File: src/logic/pwmd_pkg.sv
// Purpose: shared constants and types for the channel D / fault / wave-mode timer block
// Assumes: byte-wide cpu register port, one timer clock
// Notes:   offsets are 6-bit i/o addresses
package pwmd_pkg;

  localparam int          COUNT_W          = 10;
  localparam int          DATA_W           = 8;
  localparam int          ADDR_W           = 6;
  localparam int          PIN_COUNT        = 6;

  localparam logic [5:0]  ADDR_OVERRIDE    = 6'h20;
  localparam logic [5:0]  ADDR_CHD_CMP     = 6'h22;
  localparam logic [5:0]  ADDR_HOLD        = 6'h25;
  localparam logic [5:0]  ADDR_FAULT_WAVE  = 6'h26;
  localparam logic [5:0]  ADDR_CHD_CTRL    = 6'h27;
  localparam logic [5:0]  ADDR_TOP_CMP     = 6'h2B;
  localparam logic [5:0]  ADDR_COUNTER     = 6'h2E;

  // channel_d_output_ctrl field positions
  localparam int          CHD_MODE_HI      = 3;
  localparam int          CHD_MODE_LO      = 2;
  localparam int          CHD_FORCE        = 1;
  localparam int          CHD_PWM          = 0;
  // fault_and_wave_mode_ctrl flag position
  localparam int          FLT_FLAG         = 2;

  localparam logic [7:0]  CTRL_RESET       = 8'h00;
  localparam logic [5:0]  OVERRIDE_RESET   = 6'h00;
  localparam logic [1:0]  HOLD_RESET       = 2'h0;
  localparam logic [9:0]  TOP_RESET        = 10'h3FF;
  localparam logic [9:0]  CHD_CMP_RESET    = 10'h000;
  localparam logic [9:0]  COUNT_BOTTOM     = 10'h000;
  localparam logic [9:0]  TOP_MIN          = 10'h003;

  // equal samples needed before the filtered fault level may change
  localparam int          FILTER_SAMPLES   = 4;
  localparam logic [1:0]  FILTER_LAST      = 2'(FILTER_SAMPLES - 1);

  typedef enum logic [1:0] {
    OM_PORT   = 2'h0,
    OM_TOGGLE = 2'h1,
    OM_CLEAR  = 2'h2,
    OM_SET    = 2'h3
  } pwmd_out_mode_e;

  typedef struct packed {
    logic       fault_irq_enable;
    logic       fault_protect_enable;
    logic       fault_noise_filter_en;
    logic       fault_edge_select;
    logic       fault_comparator_source;
    logic       fault_flag;
    logic       waveform_mode_sel_hi;
    logic       waveform_mode_sel_lo;
  } pwmd_fault_wave_s;

endpackage : pwmd_pkg

File: src/logic/pwmd_timer.sv
// Purpose: 10-bit up/down timer with channel D compare output, fault front end and pin mux
// Assumes: registers reached over a byte-wide cpu port; timer runs every clock
// Notes:   pins only drive when the external direction bit is set
// Behaviour
// - nonzero mode puts waveform on pin
// - inverted pin only in pwm with 01, or in six-output through override bit 5
// - non-pwm codes: port, toggle, clear, set
// - fast pwm: clear on match, set at zero
// - dual slope: clear up, set down
// - force applies action in non-pwm, no irq
// - force uses new mode, reads zero
// - pwm enable selects pwm operation
// - separate fault enable and irq enable bits
// - filter needs four equal samples
// - edge select: zero falling, one rising
// - comparator source through same front end
// - flag sets always; irq needs both enables and the flag
// - flag clears on vector or write-one
// - pwm enable and mode field select counting
// - compare update and overflow at mode point
// - override bits connect six pins in six-output
// - reserved bits read as zero, except chd_ctrl bits 7:4, which read back as written
// - 10-bit counter, delayed cpu write
// - counter counts up after write
// - two-bit holding register, 8-bit use possible
// - holding register shared by 10-bit registers
// - top match resets counter outside dual slope (turns it down there), minimum three
`timescale 1ns/1ps
`default_nettype none
module pwmd_timer (
  input  wire logic       sys_clk_i,           // timer clock, 20 MHz
  input  wire logic       sys_rst_i,           // async reset, high
  input  wire logic [5:0] reg_addr_i,          // register address
  input  wire logic [7:0] reg_wdata_i,         // write data
  input  wire logic       reg_wr_i,            // write strobe
  input  wire logic       reg_rd_i,            // read strobe
  output logic      [7:0] reg_rdata_o,         // read data, next cycle
  input  wire logic       global_irq_en_i,     // cpu global interrupt enable
  input  wire logic       fault_vector_ack_i,  // fault vector taken
  input  wire logic       external_fault_pin_i,// fault pin, async
  input  wire logic       comparator_out_i,    // analog comparator, async
  input  wire logic [5:0] port_value_i,        // port register values
  input  wire logic [5:0] port_dir_i,          // pin direction bits
  input  wire logic [3:0] other_waveforms_i,   // a, a inv, b, b inv
  output logic      [5:0] pin_out_o,           // pin levels
  output logic      [5:0] pin_oe_o,            // pin drive enables
  output logic            fault_irq_o,         // fault interrupt request
  output logic            counter_overflow_o,  // overflow pulse
  output logic            chan_d_waveform_o    // channel d waveform
);
  import pwmd_pkg::*;

  pwmd_fault_wave_s fw;
  pwmd_fault_wave_s next_fw;
  logic [7:0]       chd_ctrl;
  logic [7:0]       next_chd_ctrl;
  logic [5:0]       oe_bits;
  logic [5:0]       next_oe_bits;
  logic [1:0]       hold;
  logic [1:0]       next_hold;
  logic [9:0]       top_buf;
  logic [9:0]       next_top_buf;
  logic [9:0]       chd_buf;
  logic [9:0]       next_chd_buf;
  logic             cnt_pend;
  logic             next_cnt_pend;
  logic [9:0]       cnt_val;
  logic [9:0]       next_cnt_val;
  logic             clr_pend;
  logic             next_clr_pend;
  logic [7:0]       next_rdata;
  logic [9:0]       wide_wdata;

  logic [9:0]       count;
  logic [9:0]       next_count;
  logic             count_down;
  logic             next_count_down;
  logic [9:0]       top_act;
  logic [9:0]       next_top_act;
  logic [9:0]       chd_act;
  logic [9:0]       next_chd_act;
  logic             next_ovf;

  logic             wave;
  logic             next_wave;
  logic [5:0]       next_pins;
  logic             next_irq;

  logic             pin_level;
  logic             cmp_level;
  logic             src_level;
  logic             src_prev;
  logic             fault_event;

  pwmd_out_mode_e   mode;
  logic             pwm_en;
  logic             dual;
  logic             six;
  logic             at_top;
  logic             at_bottom;
  logic             update_pt;
  logic             match;
  logic             force_wr;
  pwmd_out_mode_e   force_mode;
  logic [5:0]       six_wave;

  assign mode       = pwmd_out_mode_e'(chd_ctrl[CHD_MODE_HI:CHD_MODE_LO]);
  assign pwm_en     = chd_ctrl[CHD_PWM];
  assign dual       = pwm_en && fw.waveform_mode_sel_lo;
  assign six        = pwm_en && fw.waveform_mode_sel_hi;
  assign wide_wdata = {hold, reg_wdata_i};
  assign force_wr   = reg_wr_i && reg_addr_i == ADDR_CHD_CTRL
                      && reg_wdata_i[CHD_FORCE] && !reg_wdata_i[CHD_PWM];
  assign force_mode = pwmd_out_mode_e'(reg_wdata_i[CHD_MODE_HI:CHD_MODE_LO]);

  // fault front end: both sources conditioned identically
  pwmd_fault_front u_pin_front (
    .sys_clk_i   (sys_clk_i),
    .sys_rst_i   (sys_rst_i),
    .raw_i       (external_fault_pin_i),
    .filter_en_i (fw.fault_noise_filter_en),
    .level_o     (pin_level)
  );

  pwmd_fault_front u_cmp_front (
    .sys_clk_i   (sys_clk_i),
    .sys_rst_i   (sys_rst_i),
    .raw_i       (comparator_out_i),
    .filter_en_i (fw.fault_noise_filter_en),
    .level_o     (cmp_level)
  );

  assign src_level   = fw.fault_comparator_source ? cmp_level : pin_level;
  assign fault_event = fw.fault_edge_select ? (src_level && !src_prev)
                                            : (!src_level && src_prev);

  // register file
  always_comb begin
    next_fw       = fw;
    next_chd_ctrl = chd_ctrl;
    next_oe_bits  = oe_bits;
    next_hold     = hold;
    next_top_buf  = top_buf;
    next_chd_buf  = chd_buf;
    next_cnt_pend = 1'b0;
    next_cnt_val  = cnt_val;
    next_clr_pend = 1'b0;
    next_rdata    = reg_rdata_o;
    if (reg_rd_i) begin
      unique case (reg_addr_i)
        ADDR_FAULT_WAVE: next_rdata = fw;
        ADDR_CHD_CTRL:   next_rdata = chd_ctrl & ~(8'h01 << CHD_FORCE);
        ADDR_OVERRIDE:   next_rdata = {2'h0, oe_bits};
        ADDR_HOLD:       next_rdata = {6'h00, hold};
        ADDR_COUNTER: begin
          next_rdata = count[7:0];
          next_hold  = count[9:8];
        end
        ADDR_TOP_CMP: begin
          next_rdata = top_buf[7:0];
          next_hold  = top_buf[9:8];
        end
        ADDR_CHD_CMP: begin
          next_rdata = chd_buf[7:0];
          next_hold  = chd_buf[9:8];
        end
        default:         next_rdata = 8'h00;
      endcase
    end
    if (reg_wr_i) begin
      unique case (reg_addr_i)
        ADDR_FAULT_WAVE: begin
          next_fw            = pwmd_fault_wave_s'(reg_wdata_i);
          next_fw.fault_flag = fw.fault_flag;
          next_clr_pend      = reg_wdata_i[FLT_FLAG];
        end
        ADDR_CHD_CTRL:   next_chd_ctrl = reg_wdata_i & ~(8'h01 << CHD_FORCE);
        ADDR_OVERRIDE:   next_oe_bits  = reg_wdata_i[5:0];
        ADDR_HOLD:       next_hold     = reg_wdata_i[1:0];
        ADDR_COUNTER: begin
          next_cnt_pend = 1'b1;
          next_cnt_val  = wide_wdata;
        end
        ADDR_TOP_CMP:    next_top_buf  = (wide_wdata < TOP_MIN) ? TOP_MIN : wide_wdata;
        ADDR_CHD_CMP:    next_chd_buf  = wide_wdata;
        default: begin
        end
      endcase
    end
    // a new fault beats a pending clear
    if (fault_event) begin
      next_fw.fault_flag = 1'b1;
    end else if (clr_pend || fault_vector_ack_i) begin
      next_fw.fault_flag = 1'b0;
    end
  end

  always_ff @(posedge sys_clk_i or posedge sys_rst_i) begin
    if (sys_rst_i) begin
      fw          <= pwmd_fault_wave_s'(CTRL_RESET);
      chd_ctrl    <= CTRL_RESET;
      oe_bits     <= OVERRIDE_RESET;
      hold        <= HOLD_RESET;
      top_buf     <= TOP_RESET;
      chd_buf     <= CHD_CMP_RESET;
      cnt_pend    <= 1'b0;
      cnt_val     <= COUNT_BOTTOM;
      clr_pend    <= 1'b0;
      reg_rdata_o <= 8'h00;
    end else begin
      fw          <= next_fw;
      chd_ctrl    <= next_chd_ctrl;
      oe_bits     <= next_oe_bits;
      hold        <= next_hold;
      top_buf     <= next_top_buf;
      chd_buf     <= next_chd_buf;
      cnt_pend    <= next_cnt_pend;
      cnt_val     <= next_cnt_val;
      clr_pend    <= next_clr_pend;
      reg_rdata_o <= next_rdata;
    end
  end

  // counter
  assign at_top    = !dual && !count_down && count >= top_act;
  assign at_bottom = dual && count_down && count == COUNT_BOTTOM;
  assign update_pt = !pwm_en || (dual ? at_bottom : at_top);
  assign match     = count == chd_act && !cnt_pend;

  always_comb begin
    next_count      = count + 10'h001;
    next_count_down = count_down && dual;  // down-count only survives in dual slope
    next_ovf        = dual ? at_bottom : at_top;
    next_top_act    = update_pt ? top_buf : top_act;
    next_chd_act    = update_pt ? chd_buf : chd_act;
    if (cnt_pend) begin
      next_count      = cnt_val;
      next_count_down = 1'b0;
      next_ovf        = 1'b0;
    end else if (at_top) begin
      next_count = COUNT_BOTTOM;
    end else if (dual && !count_down && count >= top_act) begin
      next_count      = count - 10'h001;
      next_count_down = 1'b1;
    end else if (at_bottom) begin
      next_count_down = 1'b0;
    end else if (count_down) begin
      next_count = count - 10'h001;
    end
  end

  always_ff @(posedge sys_clk_i or posedge sys_rst_i) begin
    if (sys_rst_i) begin
      count              <= COUNT_BOTTOM;
      count_down         <= 1'b0;
      top_act            <= TOP_RESET;
      chd_act            <= CHD_CMP_RESET;
      counter_overflow_o <= 1'b0;
    end else begin
      count              <= next_count;
      count_down         <= next_count_down;
      top_act            <= next_top_act;
      chd_act            <= next_chd_act;
      counter_overflow_o <= next_ovf;
    end
  end

  // waveform, pins and interrupt
  assign six_wave = {~wave, wave, other_waveforms_i};

  always_comb begin
    next_wave = wave;
    if (force_wr) begin
      unique case (force_mode)
        OM_PORT:   next_wave = wave;
        OM_TOGGLE: next_wave = ~wave;
        OM_CLEAR:  next_wave = 1'b0;
        OM_SET:    next_wave = 1'b1;
      endcase
    end else if (!pwm_en) begin
      if (match) begin
        unique case (mode)
          OM_PORT:   next_wave = wave;
          OM_TOGGLE: next_wave = ~wave;
          OM_CLEAR:  next_wave = 1'b0;
          OM_SET:    next_wave = 1'b1;
        endcase
      end
    end else if (mode != OM_PORT) begin
      if (!dual) begin
        if (match) begin
          next_wave = mode == OM_SET;
        end else if (count == COUNT_BOTTOM) begin
          next_wave = mode != OM_SET;
        end
      end else if (match) begin
        next_wave = (mode == OM_SET) ^ count_down;
      end
    end
    next_pins = port_value_i;
    if (six) begin
      for (int k = 0; k < PIN_COUNT; k++) begin
        next_pins[k] = oe_bits[k] ? six_wave[k] : port_value_i[k];
      end
    end else if (!(fw.fault_protect_enable && fw.fault_flag)) begin
      next_pins[4] = (mode != OM_PORT) ? wave : port_value_i[4];
      next_pins[5] = (pwm_en && mode == OM_TOGGLE) ? ~wave : port_value_i[5];
    end
    next_irq = global_irq_en_i && fw.fault_irq_enable && fw.fault_flag;
  end

  always_ff @(posedge sys_clk_i or posedge sys_rst_i) begin
    if (sys_rst_i) begin
      wave              <= 1'b0;
      src_prev          <= 1'b0;
      pin_out_o         <= 6'h00;
      pin_oe_o          <= 6'h00;
      fault_irq_o       <= 1'b0;
      chan_d_waveform_o <= 1'b0;
    end else begin
      wave              <= next_wave;
      src_prev          <= src_level;
      pin_out_o         <= next_pins;
      pin_oe_o          <= port_dir_i;
      fault_irq_o       <= next_irq;
      chan_d_waveform_o <= next_wave;
    end
  end

  // checks
  property p_force_reads_zero;
    @(posedge sys_clk_i) disable iff (sys_rst_i)
      (reg_rd_i && reg_addr_i == ADDR_CHD_CTRL) |=> !reg_rdata_o[CHD_FORCE];
  endproperty
  a_force_reads_zero: assert property (p_force_reads_zero) else $error("force bit read as one");

  property p_reserved_zero;
    @(posedge sys_clk_i) disable iff (sys_rst_i)
      (reg_rd_i && reg_addr_i == ADDR_HOLD) |=> reg_rdata_o[7:2] == 6'h00;
  endproperty
  a_reserved_zero: assert property (p_reserved_zero) else $error("holding reserved bits nonzero");

  property p_top_min;
    @(posedge sys_clk_i) disable iff (sys_rst_i)
      top_buf >= TOP_MIN && top_act >= TOP_MIN;
  endproperty
  a_top_min: assert property (p_top_min) else $error("top below minimum");

  property p_count_write;
    @(posedge sys_clk_i) disable iff (sys_rst_i)
      (reg_wr_i && reg_addr_i == ADDR_COUNTER) |=> ##1 (count == $past(cnt_val) && !count_down);
  endproperty
  a_count_write: assert property (p_count_write) else $error("counter write not applied upward");

  property p_inv_disconnected;
    @(posedge sys_clk_i) disable iff (sys_rst_i)
      (!six && !(pwm_en && mode == OM_TOGGLE)) |=> pin_out_o[5] == $past(port_value_i[5]);
  endproperty
  a_inv_disconnected: assert property (p_inv_disconnected) else $error("inverted pin connected");

  property p_flag_set;
    @(posedge sys_clk_i) disable iff (sys_rst_i)
      fault_event |=> fw.fault_flag;
  endproperty
  a_flag_set: assert property (p_flag_set) else $error("fault event lost");

  property p_sw_clear;
    @(posedge sys_clk_i) disable iff (sys_rst_i)
      (reg_wr_i && reg_addr_i == ADDR_FAULT_WAVE && reg_wdata_i[FLT_FLAG] && !fault_event)
      ##1 !fault_event |=> !fw.fault_flag;
  endproperty
  a_sw_clear: assert property (p_sw_clear) else $error("flag not cleared by write");

  property p_irq_gate;
    @(posedge sys_clk_i) disable iff (sys_rst_i)
      fault_irq_o |-> $past(global_irq_en_i) && $past(fw.fault_irq_enable) && $past(fw.fault_flag);
  endproperty
  a_irq_gate: assert property (p_irq_gate) else $error("irq without all enables");

  property p_nonpwm_set;
    @(posedge sys_clk_i) disable iff (sys_rst_i)
      (!pwm_en && mode == OM_SET && match && !force_wr) |=> wave ##1 chan_d_waveform_o;
  endproperty
  a_nonpwm_set: assert property (p_nonpwm_set) else $error("set on match failed");

  property p_fast_bottom;
    @(posedge sys_clk_i) disable iff (sys_rst_i)
      (pwm_en && !dual && mode == OM_CLEAR && count == COUNT_BOTTOM && !match && !force_wr) |=> wave;
  endproperty
  a_fast_bottom: assert property (p_fast_bottom) else $error("fast pwm not set at bottom");

endmodule : pwmd_timer
`default_nettype wire

File: src/logic/pwmd_fault_front.sv
// Purpose: fault input synchroniser and four-sample noise filter
// Assumes: raw input is asynchronous to sys_clk_i
// Notes:   filtered level lags the synchronised one by four samples
`timescale 1ns/1ps
`default_nettype none
module pwmd_fault_front (
  input  wire logic sys_clk_i,    // timer clock
  input  wire logic sys_rst_i,    // async reset, high
  input  wire logic raw_i,        // asynchronous fault source
  input  wire logic filter_en_i,  // noise filter enable
  output logic      level_o       // conditioned level
);
  import pwmd_pkg::*;

  logic       sync_a;
  logic       sync_b;
  logic       filt;
  logic [1:0] run;
  logic       next_filt;
  logic [1:0] next_run;

  always_comb begin
    next_filt = filt;
    next_run  = 2'h0;
    if (sync_b != filt) begin
      if (run == FILTER_LAST) begin
        next_filt = sync_b;
      end else begin
        next_run = run + 2'h1;
      end
    end
  end

  always_ff @(posedge sys_clk_i or posedge sys_rst_i) begin
    if (sys_rst_i) begin
      sync_a <= 1'b0;
      sync_b <= 1'b0;
      filt   <= 1'b0;
      run    <= 2'h0;
    end else begin
      sync_a <= raw_i;
      sync_b <= sync_a;
      filt   <= next_filt;
      run    <= next_run;
    end
  end

  assign level_o = filter_en_i ? filt : sync_b;

endmodule : pwmd_fault_front
`default_nettype wire

File: config.mk
export PLATFORM = sky130hd
export DESIGN_NAME = pwmd_timer
export DESIGN_NICKNAME = d
export VERILOG_FILES = /design/src/logic/pwmd_pkg.sv /design/src/logic/pwmd_timer.sv /design/src/logic/pwmd_fault_front.sv
export SDC_FILE = /design/constraint.sdc
export NUM_CORES = 1
export LEC_CHECK = 0
export BUFFER_PORTS_ARGS = -buffer_cell sky130_fd_sc_hd__buf_2
export CAP_MARGIN = 5
export CORE_ASPECT_RATIO = 1.25
export CORE_MARGIN = 4
export CORE_UTILIZATION = 30
export CTS_BUF_LIST = sky130_fd_sc_hd__clkbuf_2 sky130_fd_sc_hd__clkbuf_4 sky130_fd_sc_hd__clkbuf_8
export DETAILED_ROUTE_END_ITERATION = 8
export PLACE_DENSITY_LB_ADDON = 0.15
export SYNTH_ARGS = -nofsm -noshare
export SYNTH_HDL_FRONTEND = slang
export SYNTH_SLANG_ARGS = --single-unit
File: constraint.sdc
create_clock -name sys_clk_i -period 4.23 [get_ports sys_clk_i]
set_input_delay 0.2115 -clock sys_clk_i [delete_from_list [all_inputs] [get_ports sys_clk_i]]
set_output_delay 0.2115 -clock sys_clk_i [all_outputs]
set_load 0.005 [all_outputs]
==> flow_metrics.env, run 1 <==
export IMPL_status="finished clean"
export IMPL_grt_ovfl_total=0
export IMPL_cts_tree="done"
export IMPL_num_vias=4413
export IMPL_dp_slack_ns=1.26
export IMPL_cts_inserted_buffers=17
export IMPL_slew_violations=0
export IMPL_p_clk_share_pct=27.7
export IMPL_critPathArrivalTime_ns=3.34
export IMPL_placed_area_sq_um=6480
export IMPL_clockBufferDepth=2
export IMPL_max_slew_worst_pin_slew_ns=0.799
export IMPL_synth_cell_types=69
export IMPL_clk_latency_ns=0.45
export IMPL_final_period_utilization_pct=71.0
export IMPL_drc=0
export IMPL_final_common_cell="dfrtp_1"
export IMPL_start_util_pct=30.5
export IMPL_worst_path_buf_inv=1
export IMPL_slowest_stage="dfrtp_1"
export IMPL_slowest_delay_ns=0.54
export IMPL_avgSynthCellArea_sq_um=11.4
export IMPL_synth_top_cells_by_area="dfrtp_1, mux2_2, dfstp_2"
export IMPL_final_setup_tns_ns=0
export IMPL_ant_nets=0
export IMPL_cts_sinks=120
export IMPL_postCtsSetupBuffers=0
export IMPL_power_frac_comb_pct=27.3
export IMPL_post_route_min_period_ns=3.00
export IMPL_num_rows=57
export IMPL_hold_violations=0
export IMPL_p_leak_nw=3.16
export IMPL_finalWorstSetupSlack_ns=1.23
export IMPL_relSlewSlack_pct=46.7
export IMPL_path_clk_slew_ns=0.08
export IMPL_antenna_cells=0
export IMPL_drtIter0Drc=218
export IMPL_synth_fp_nets=572
export IMPL_ys_seq_area_share_pct=51.2
export IMPL_mostFrequentLayoutCells="dfrtp_1, mux2_2, buf_2, nand2_1, o21ai_0"
export IMPL_grt_first_pass_wirelength_um=26400
export IMPL_htreeDepth=4
export IMPL_vdd_drop_max_v=0.000211
export IMPL_antenna_found_initial=0
export IMPL_required_ns=4.57
export IMPL_yosysTopAreaCell="dfrtp_1"
export IMPL_critPathTopFamily="compound AO/OA/AOI/OAI gates"
export IMPL_syn2layout_area_growth_pct=19.1
export IMPL_die_area_sq_um=22000
export IMPL_rsz0062_at_grt="no"
export IMPL_synthDominantCellAreaShare_pct=42.3
export IMPL_seqPwrFrac_pct=45.0
export IMPL_synth_cell_area_sq_um=5910
export IMPL_synthCells=520
export IMPL_path_cells="inv_1 > ha_1 > nand2b_1 > a211oi_1 > nor3_1 > o211ai_1 > a2111oi_0 > or3_1 > a32o_1"
export IMPL_gp_congestion=0.845
export IMPL_ioPinCount=61
export IMPL_setup_worst_path_start_class="flip-flop"
export IMPL_nets=652
export IMPL_switching_share_pct=34.7
export IMPL_end_kind="flip-flop"
export IMPL_wl_per_cell_um=19.2
export IMPL_place_hpwl_um=12100
export IMPL_nFillCells=2026
export IMPL_async_reset_ff_share_pct=100
export IMPL_core_area_sq_um=19400
export IMPL_maxCapViolations=0
export IMPL_hold_path_class="input pin to flip-flop"
export IMPL_fmax_mhz=333
export IMPL_die_h_um=165
export IMPL_grt_pass1_vias=4642
export IMPL_ys_ff_latch=120
export IMPL_worstPathMaxFanout=9
export IMPL_vias_per_cell=5.03
export IMPL_fin_skew_ns=0.0132
export IMPL_io_buffers=60
export IMPL_ff_latch_area_sq_um=3030
export IMPL_drive_gt1_share_pct=33.9
export IMPL_first_pass_iters=4
export IMPL_p_int_mw=2.26
export IMPL_ys_flop_type="dfrtp_1"
export IMPL_setup_viol=0
export IMPL_switchingPower_mw=1.20
export IMPL_final_area_sq_um=7040
export IMPL_total_power_mw=3.47
export IMPL_die_x_um=134
export IMPL_multi_input_area_sq_um=2680
export IMPL_grt_max_degree=62
export IMPL_critical_path_class="flip-flop to flip-flop"
export IMPL_synth_edff_count=0
export IMPL_root_buffer="clkbuf_8"
export IMPL_powerDensity_nw_per_um2=492
export IMPL_yosys_warnings=0
export IMPL_wirelength_um=16800
export IMPL_track_usage_pct=15.9
## final timing paths
path                                    startpoint            endpoint  slack, ns  depth (start not counted)
worst max register to register            count[0]            count[3]       1.23                          9
worst min-delay path               global_irq_en_i         fault_irq_o       0.03                          2
max in group asynchronous                sys_rst_i          chd_act[2]       2.82                          4
worst min register to register  u_cmp_front.sync_a  u_cmp_front.sync_b       0.36                          0
worst max-delay path                      count[0]            count[3]       1.23                          9
min in group asynchronous                sys_rst_i                wave       0.47                          3
## per-stage QoR
step | instances | util (%) | hold WS [ns]
finish | 878 | 36.3 | 0.0265
global route | 878 | 36.3 | 0.0115
CTS | 878 | 36.3 | 0.00197
detailed placement | 827 | 33.4 | 0.321
global placement | 827 | 33.4 | 0.321
floorplan | 520 | - | 0.243
## kinds of logic after synthesis
logic type	after synthesis	share of synthesized area (%)
AOI/OAI and AO/OA	97	11.6
xor gates and xnor gates	16	2.37
adders and majority gates	14	2.96
buffers and inverters	50	3.39
DFF	120	51.2
muxes	83	15.9
and+or+nand+nor	140	12.6
## state kept, by name (all words and copies together), names as in the netlist, 2 cells and up
name	flops
chd_act	10
chd_buf	10
chd_ctrl	7
cnt_val	10
count	10
fw	8
hold	2
oe_bits	6
pin_oe_o	6
pin_out_o	6
reg_rdata_o	8
top_act	10
top_buf	10
u_cmp_front.run	2
u_pin_front.run	2
## worst reg2reg max path: cells and delay by family (launching register included)
kind / cells / cell delay [ns]
AND/OR/NAND/NOR: 3 / 0.62
flip-flops: 1 / 0.54
adder cells (fa/ha/maj): 1 / 0.31
buffers and inverters: 1 / 0.18
AO/OA/AOI/OAI: 4 / 1.26
## cell usage after synthesis, drive strengths merged (2+ instances only)
| cell type | instances |
|---|---|
| buf | 6 |
| a211oi | 5 |
| nor2b | 5 |
| nand4 | 3 |
| and2 | 7 |
| o22a | 2 |
| nor3b | 4 |
| xor2 | 12 |
| or3 | 8 |
| a32o | 2 |
| xnor2 | 4 |
| a221o | 3 |
| a22o | 2 |
| nor4 | 4 |
| o22ai | 8 |
| a22oi | 12 |
| o211ai | 3 |
| and3 | 5 |
| nor2 | 21 |
| a222oi | 2 |
| nand2b | 3 |
| and4 | 2 |
| nand3 | 10 |
| o311ai | 3 |
| mux2 | 76 |
| clkbuf | 17 |
| or2 | 2 |
| o21ai | 28 |
| ha | 14 |
| nand2 | 51 |
| dfrtp | 100 |
| a31oi | 3 |
| a21oi | 6 |
| inv | 27 |
| a221oi | 7 |
| dfstp | 20 |
| nor3 | 8 |
| mux2i | 6 |
| nand3b | 2 |
## routing by layer
metal,routed length (um),global-route usage [%]
met1,7100,19.5
met2,8600,27.1
met3,728,3.84
met4,389,5.94
met5,0,0
## power by group through the flow
stage / clock (mW) / combinational [mW] / sequential, mW
after floorplan: 0 / 0.721 / 1.47
after global placement: 0 / 0.928 / 1.58
after detailed placement: 0 / 0.942 / 1.58
after CTS: 0.993 / 0.960 / 1.56
after global routing: 1.04 / 1.06 / 1.59
final: 0.960 / 0.947 / 1.56
## cell type report
class	count	area share [%]
clock buffers	20	3.73
clock inverters	12	1.46
inverters	27	1.48
multi-input cells	350	38.1
flip-flops and latches	120	43.0
well taps	265	4.71
repair buffers	84	7.50
## repair_timing
item | 4_1_cts | 5_1_grt
endpoints found under the hold margin | 58 | 0
hold buffers | 19 | 0
gates resized for setup | 0 | 0
(Power assumes the default switching activity.)
==> inputs of run 2 (changes only) <==
--- a/config.mk
+++ b/config.mk
@@ -5,6 +5,7 @@
 export SDC_FILE = /design/constraint.sdc
 export NUM_CORES = 1
 export LEC_CHECK = 0
+export ABC_AREA = 1
 export BUFFER_PORTS_ARGS = -buffer_cell sky130_fd_sc_hd__buf_2
 export CAP_MARGIN = 5
 export CORE_ASPECT_RATIO = 1.25
==> constraint.sdc (replaced) <==
create_clock -name sys_clk_i -period 2.8 [get_ports sys_clk_i]
set_input_delay 0.14 -clock sys_clk_i [delete_from_list [all_inputs] [get_ports sys_clk_i]]
set_output_delay 0.14 -clock sys_clk_i [all_outputs]
set_load 0.005 [all_outputs]
==> run 2 against run 1 <==
Effect of this change:
- non-clock buffer count rose by 14
- critical path depth rose by 1
- die area rose by 1.6%
- synthesized cell count rose by 35%
- clock-buffer cell count fell by 2
- first-iteration DRC count rose by 50%
- register-to-register slack got worse by 0.78 ns
- via count rose by 14%
- setup slack got worse by 0.78 ns
- synthesized area rose by 1.7%
- clock power rose by 69%
==> flow_metrics.env, run 2 <==
export IMPL_fin_util_pct=37.2
export IMPL_p_int_mw=3.80
export IMPL_track_usage_pct=16.8
export IMPL_antenna_cells=0
export IMPL_path_clk_slew_ns=0.07
export IMPL_die_area_sq_um=22400
export IMPL_vdd_drop_max_v=0.000315
export IMPL_synth_cell_area_sq_um=6010
export IMPL_root_buffer="clkbuf_8"
export IMPL_start_util_pct=30.8
export IMPL_ant_nets=0
export IMPL_synthCells=702
export IMPL_relSlewSlack_pct=51.7
export IMPL_place_hpwl_um=13800
export IMPL_synth_common_cells="nand2_1, dfrtp_1, inv_1"
export IMPL_htreeDepth=4
export IMPL_required_ns=3.17
export IMPL_critPathTopFamily="simple AND/OR/NAND/NOR gates"
export IMPL_end_kind="flip-flop"
export IMPL_synth_top_cells_by_area="dfrtp_1, nand2_1, dfstp_2"
export IMPL_die_x_um=135
export IMPL_first_pass_iters=5
export IMPL_seqPwrFrac_pct=40.6
export IMPL_avgSynthCellArea_sq_um=8.56
export IMPL_multi_input_area_sq_um=2480
export IMPL_yosys_warnings=0
export IMPL_grt_ovfl_total=0
export IMPL_synthDominantCellAreaShare_pct=41.6
export IMPL_wirelength_um=18100
export IMPL_worst_path_buf_inv=2
export IMPL_slew_violations=0
export IMPL_slowest_delay_ns=0.43
export IMPL_grt_first_pass_wirelength_um=28800
export IMPL_critical_path_class="flip-flop to flip-flop"
export IMPL_grt_pass1_vias=5185
export IMPL_p_clk_share_pct=26.4
export IMPL_p_leak_nw=3.44
export IMPL_io_buffers=60
export IMPL_slowest_stage="dfrtp_1"
export IMPL_cts_tree="done"
export IMPL_syn2layout_area_growth_pct=20.9
export IMPL_ioPinCount=61
export IMPL_fin_cells=1075
export IMPL_dp_cells=1015
export IMPL_num_rows=57
export IMPL_powerDensity_nw_per_um2=844
export IMPL_die_h_um=166
export IMPL_drive_gt1_share_pct=18.9
export IMPL_synth_fp_nets=754
export IMPL_total_power_mw=6.13
export IMPL_setup_worst_path_start_class="flip-flop"
export IMPL_final_period_utilization_pct=84.0
export IMPL_num_vias=5033
export IMPL_path_cells="inv_1 > ha_1 > inv_1 > a21boi_0 > o211ai_1 > nand2_1 > nand2_1 > nand3_4 > nand2_1 > o21ai_1"
export IMPL_ys_seq_area_share_pct=50.4
export IMPL_worstPathMaxFanout=40
export IMPL_synth_cell_types=49
export IMPL_gp_congestion=0.867
export IMPL_whs_ns=0.0269
export IMPL_status="finished clean"
export IMPL_core_area_sq_um=19500
export IMPL_grt_max_degree=55
export IMPL_dp_slack_ns=0.427
export IMPL_drc=0
export IMPL_cts_sinks=120
export IMPL_nFillCells=2060
export IMPL_critPathArrivalTime_ns=2.72
export IMPL_yosysTopAreaCell="dfrtp_1"
export IMPL_power_frac_comb_pct=32.9
export IMPL_antenna_found_initial=0
export IMPL_clockBufferDepth=2
export IMPL_switchingPower_mw=2.33
export IMPL_synth_edff_count=0
export IMPL_async_reset_ff_share_pct=100
export IMPL_post_route_min_period_ns=2.35
export IMPL_ys_flop_type="dfrtp_1"
export IMPL_synth_most_common_cell="nand2_1"
export IMPL_finalWorstSetupSlack_ns=0.449
export IMPL_fin_skew_ns=0.00736
export IMPL_switching_share_pct=38.1
export IMPL_ys_ff_latch=120
export IMPL_wl_per_cell_um=16.8
export IMPL_hold_path_class="input pin to flip-flop"
export IMPL_fmax_mhz=425
export IMPL_hold_violations=0
export IMPL_placed_area_sq_um=6580
export IMPL_maxCapViolations=0
export IMPL_rsz0062_at_grt="no"
export IMPL_mostFrequentLayoutCells="nand2_1, dfrtp_1, inv_1, buf_2, o21ai_0"
export IMPL_drtIter0Drc=326
export IMPL_max_slew_worst_pin_slew_ns=0.724
export IMPL_final_common_cell="nand2_1"
export IMPL_setup_viol=0
export IMPL_nets=850
export IMPL_vias_per_cell=4.68
export IMPL_ff_latch_area_sq_um=3030
export IMPL_cts_inserted_buffers=17
export IMPL_critPathMostFrequentCell="nand2_1"
export IMPL_final_setup_tns_ns=0
export IMPL_final_area_sq_um=7270
export IMPL_clk_latency_ns=0.45
run 2: cell count changes in the layout (fill, tap and decap cells not counted), moves of 7 or more:
cell           previous run  this run
o21ai_1                   1        35
dlygate4sd3_1            19        29
or3_1                     7         0
a21oi_1                   6        20
inv_1                    26        87
nand3_1                  10        37
nand2_1                  49       178
a221oi_1                  7         0
inv_2                     0         7
nor2_1                   21        34
mux2_2                   76         4
a22oi_1                  12         0
o21ai_0                  27        54
run 2: layout make-up:
type | instances | area share (%)
Sequential cell | 120 | 41.7
Clock inverter | 13 | 2.13
Tap cell | 265 | 4.56
Multi-Input combinational cell | 465 | 34.1
Inverter | 96 | 5.01
Clock buffer | 18 | 3.32
Timing Repair Buffer | 98 | 9.23
run 2: path summary, 6_finish.rpt:
| kind | cells past startpoint | end | startpoint | slack (ns) |
|---|---|---|---|---|
| max in group asynchronous | 4 | top_act[8] | sys_rst_i | 1.78 |
| worst max register to register | 10 | top_act[4] | count[0] | 0.45 |
| min in group asynchronous | 3 | oe_bits[0] | sys_rst_i | 0.26 |
| worst min register to register | 0 | u_cmp_front.sync_b | u_cmp_front.sync_a | 0.35 |
| worst min-delay path | 3 | cnt_val[7] | reg_wdata_i[7] | 0.03 |
| worst max-delay path | 10 | top_act[4] | count[0] | 0.45 |
run 2: power by group through the flow:
stage	logic [mW]	registers [mW]	clock network (mW)
after floorplan	1.57	2.42	0
after CTS	2.05	2.49	1.66
final	2.02	2.49	1.62
after global placement	1.98	2.52	0
after global routing	2.31	2.54	1.75
after detailed placement	2.00	2.52	0
run 2: cells by family (layout without fill, tap and decap cells):
family	after synthesis	count (layout)	synth area share (%)
DFF	120	120	50.4
muxes	4	4	0.749
buffers and inverters	117	225	8.39
AOI/OAI and AO/OA	145	145	13.5
xor gates and xnor gates	18	18	2.62
and+or+nand+nor	284	284	21.4
adders and majority gates	14	14	2.91
run 2: metal layers:
layer  vias up  global-route usage, %  routed length [um]
li1       2470                      -                   -
met4         0                   5.80                 421
met1      2427                   19.8                7320
met3        23                   3.48                 766
met2       113                   30.0                9580
met5         -                      0                   0
run 2: what timing repair did:
item,in CTS,in global routing
resized for setup,0,0
buffers inserted,0,0
hold buffers,29,0
setup endpoints to repair,0,0
endpoints found under the hold margin,38,0
run 2: worst register-to-register path: stages (launching register included):
cell	delay, ns
dfrtp_1	0.43
inv_1	0.23
ha_1	0.28
inv_1	0.05
a21boi_0	0.09
o211ai_1	0.17
nand2_1	0.14
nand2_1	0.15
nand3_4	0.37
nand2_1	0.27
o21ai_1	0.09
==> inputs of run 3 (changes only) <==
==> constraint.sdc (replaced) <==
create_clock -name sys_clk_i -period 2.1 [get_ports sys_clk_i]
set_input_delay 0.105 -clock sys_clk_i [delete_from_list [all_inputs] [get_ports sys_clk_i]]
set_output_delay 0.105 -clock sys_clk_i [all_outputs]
set_load 0.005 [all_outputs]
==> run 3 against run 2 <==
Effect of this change:
- die area unchanged
- clock power up 23%
- register-to-register slack worse by 0.39 ns
- worst hold slack better by 0.13 ns
- sequential share of layout area decreased by 2.2 points
- core utilization rose by 2.1 points
- global-route usage about the same
- design area increased by 5.5%
- critical path type unchanged
- clock-buffer cell count grew 4
- first-iteration DRC count up 17%
- largest cell class unchanged
- critical endpoint is now chd_act[1]
==> flow_metrics.env, run 3 (synthesis results as in run 2) <==
export IMPL_status="finished clean"
export IMPL_hold_depth=3
export IMPL_grt_first_pass_wirelength_um=28700
export IMPL_first_pass_iters=5
export IMPL_antenna_found_initial=0
export IMPL_slowest_delay_ns=0.52
export IMPL_final_setup_tns_ns=0
export IMPL_clk_latency_ns=0.44
export IMPL_dp_slack_ns=-0.0806
export IMPL_cts_sinks=120
export IMPL_core_area_sq_um=19500
export IMPL_setup_viol=0
export IMPL_antenna_cells=0
export IMPL_num_vias=5121
export IMPL_required_ns=2.43
export IMPL_fmax_mhz=490
export IMPL_drtIter0Drc=383
export IMPL_p_int_mw=5.61
export IMPL_finalWorstSetupSlack_ns=0.0606
export IMPL_nFillCells=2031
export IMPL_r2r_slack_ns=0.06
export IMPL_post_route_min_period_ns=2.04
export IMPL_max_slew_worst_pin_slew_ns=0.474
export IMPL_cts_inserted_buffers=17
export IMPL_p_leak_nw=3.60
export IMPL_hold_path_class="input pin to flip-flop"
export IMPL_final_area_sq_um=7670
export IMPL_track_usage_pct=16.8
export IMPL_vias_per_cell=4.69
export IMPL_htreeDepth=4
export IMPL_ant_nets=0
export IMPL_critPathTopFamily="flip-flops"
export IMPL_maxCapViolations=0
export IMPL_rsz0062_at_grt="yes"
export IMPL_setup_worst_path_start_class="flip-flop"
export IMPL_total_power_mw=9.04
export IMPL_final_period_utilization_pct=97.1
export IMPL_switching_share_pct=38.0
export IMPL_critical_path_class="flip-flop to flip-flop"
export IMPL_final_common_cell="nand2_1"
export IMPL_dp_cells=1027
export IMPL_worstPathMaxFanout=6
export IMPL_path_cells="inv_1 > ha_4 > a21oi_2 > o21ai_1 > a21oi_1 > nand2_2 > nand2_4 > nand3_4 > clkbuf_16 > nand2_1 > o21ai_1"
export IMPL_io_buffers=60
export IMPL_slowest_stage="dfstp_2"
export IMPL_grt_max_degree=43
export IMPL_r2r_start="top_act[7]"
export IMPL_slew_violations=0
export IMPL_fin_skew_ns=0.00873
export IMPL_gp_congestion=0.870
export IMPL_die_x_um=135
export IMPL_path_clk_slew_ns=0.07
export IMPL_ioPinCount=61
export IMPL_place_hpwl_um=14000
export IMPL_placed_area_sq_um=6710
export IMPL_drive_gt1_share_pct=24.6
export IMPL_grt_pass1_vias=5051
export IMPL_fin_util_pct=39.3
export IMPL_wl_per_cell_um=17.0
export IMPL_die_h_um=166
export IMPL_end_kind="flip-flop"
export IMPL_die_area_sq_um=22400
export IMPL_vdd_drop_max_v=0.000473
export IMPL_multi_input_area_sq_um=2650
export IMPL_p_clk_share_pct=22.1
export IMPL_min_delay_start="reg_wr_i"
export IMPL_switchingPower_mw=3.43
export IMPL_powerDensity_nw_per_um2=1180
export IMPL_syn2layout_area_growth_pct=27.6
export IMPL_mostFrequentLayoutCells="nand2_1, dfrtp_1, inv_1, buf_2, o21ai_0"
export IMPL_start_util_pct=30.8
export IMPL_holdPathEnd="clr_pend"
export IMPL_critPathMostFrequentCell="o21ai_1"
export IMPL_seqPwrFrac_pct=36.5
export IMPL_root_buffer="clkbuf_8"
export IMPL_rr_worst_depth=11
export IMPL_grt_ovfl_total=0
export IMPL_ff_latch_area_sq_um=3030
export IMPL_relSlewSlack_pct=68.1
export IMPL_whs_ns=0.157
export IMPL_worst_path_buf_inv=2
export IMPL_fin_cells=1093
export IMPL_clockBufferDepth=2
export IMPL_worst_r2r_endpoint="chd_act[1]"
export IMPL_critPathArrivalTime_ns=2.37
export IMPL_num_rows=57
export IMPL_drc=0
export IMPL_cp_startpoint="top_act[7]"
export IMPL_cts_tree="done"
export IMPL_wirelength_um=18600
export IMPL_hold_violations=0
export IMPL_power_frac_comb_pct=41.4
export IMPL_nets=869
==> run 3: changes by cell type in the layout (fill, tap and decap cells not counted), moves of 4 or more <==
| cell | delta |
|---|---|
| a21oi_1 | -4 |
| a21oi_2 | +4 |
| buf_4 | +11 |
| clkbuf_16 | +4 |
| clkbuf_8 | +4 |
| ha_1 | -5 |
| ha_4 | +5 |
| nand2_1 | -13 |
| nand2_2 | +9 |
| o21ai_1 | -5 |
| o21ai_2 | +7 |
==> run 3: worst max path at each step <==
stage / end / cells after the start
final: chd_act[1] / 11
after global routing: chd_act[1] / 11
after CTS: count[5] / 11
after detailed placement: count[5] / 11
after global placement: count[5] / 11
after floorplan: count[1] / 11
==> run 3: worst min-delay path, cell delays in order <==
cell	delay, ns
buf_2	0.13
nand2_2	0.24
nor2_1	0.07
==> run 3: area by class of cell <==
| type | instances | share of cell area, % |
|---|---|---|
| clock buffer | 22 | 3.87 |
| clock inverter | 8 | 0.946 |
| inverter | 96 | 4.75 |
| multi-input combinational | 465 | 34.6 |
| sequential | 120 | 39.5 |
| tap | 265 | 4.32 |
| timing repair buffer | 117 | 12.0 |
==> run 3: repair_timing <==
item                                   CTS  global route
setup buffers                            0             2
cloned                                   0             4
hold buffers                            30             0
pin swaps                                0             9
setup endpoints to repair                9            30
endpoints found under the hold margin   45             0
resized for setup                        2            41
==> run 3: power by group through the flow <==
stage / clock network (mW) / registers [mW] / logic [mW]
after detailed placement: 0 / 3.32 / 3.00
after CTS: 2.04 / 3.28 / 3.07
after global placement: 0 / 3.31 / 2.98
final: 1.99 / 3.30 / 3.74
after floorplan: 0 / 3.22 / 2.09
after global routing: 2.15 / 3.36 / 4.14
==> run 3: per-layer routing <==
layer  vias up  track usage, %  share of wire, %
met2       112            29.1                53
li1       2512               -                 -
met3        28            3.36               3.6
met4         0            7.40               3.3
met5         -               0                 0
met1      2469            20.0                40
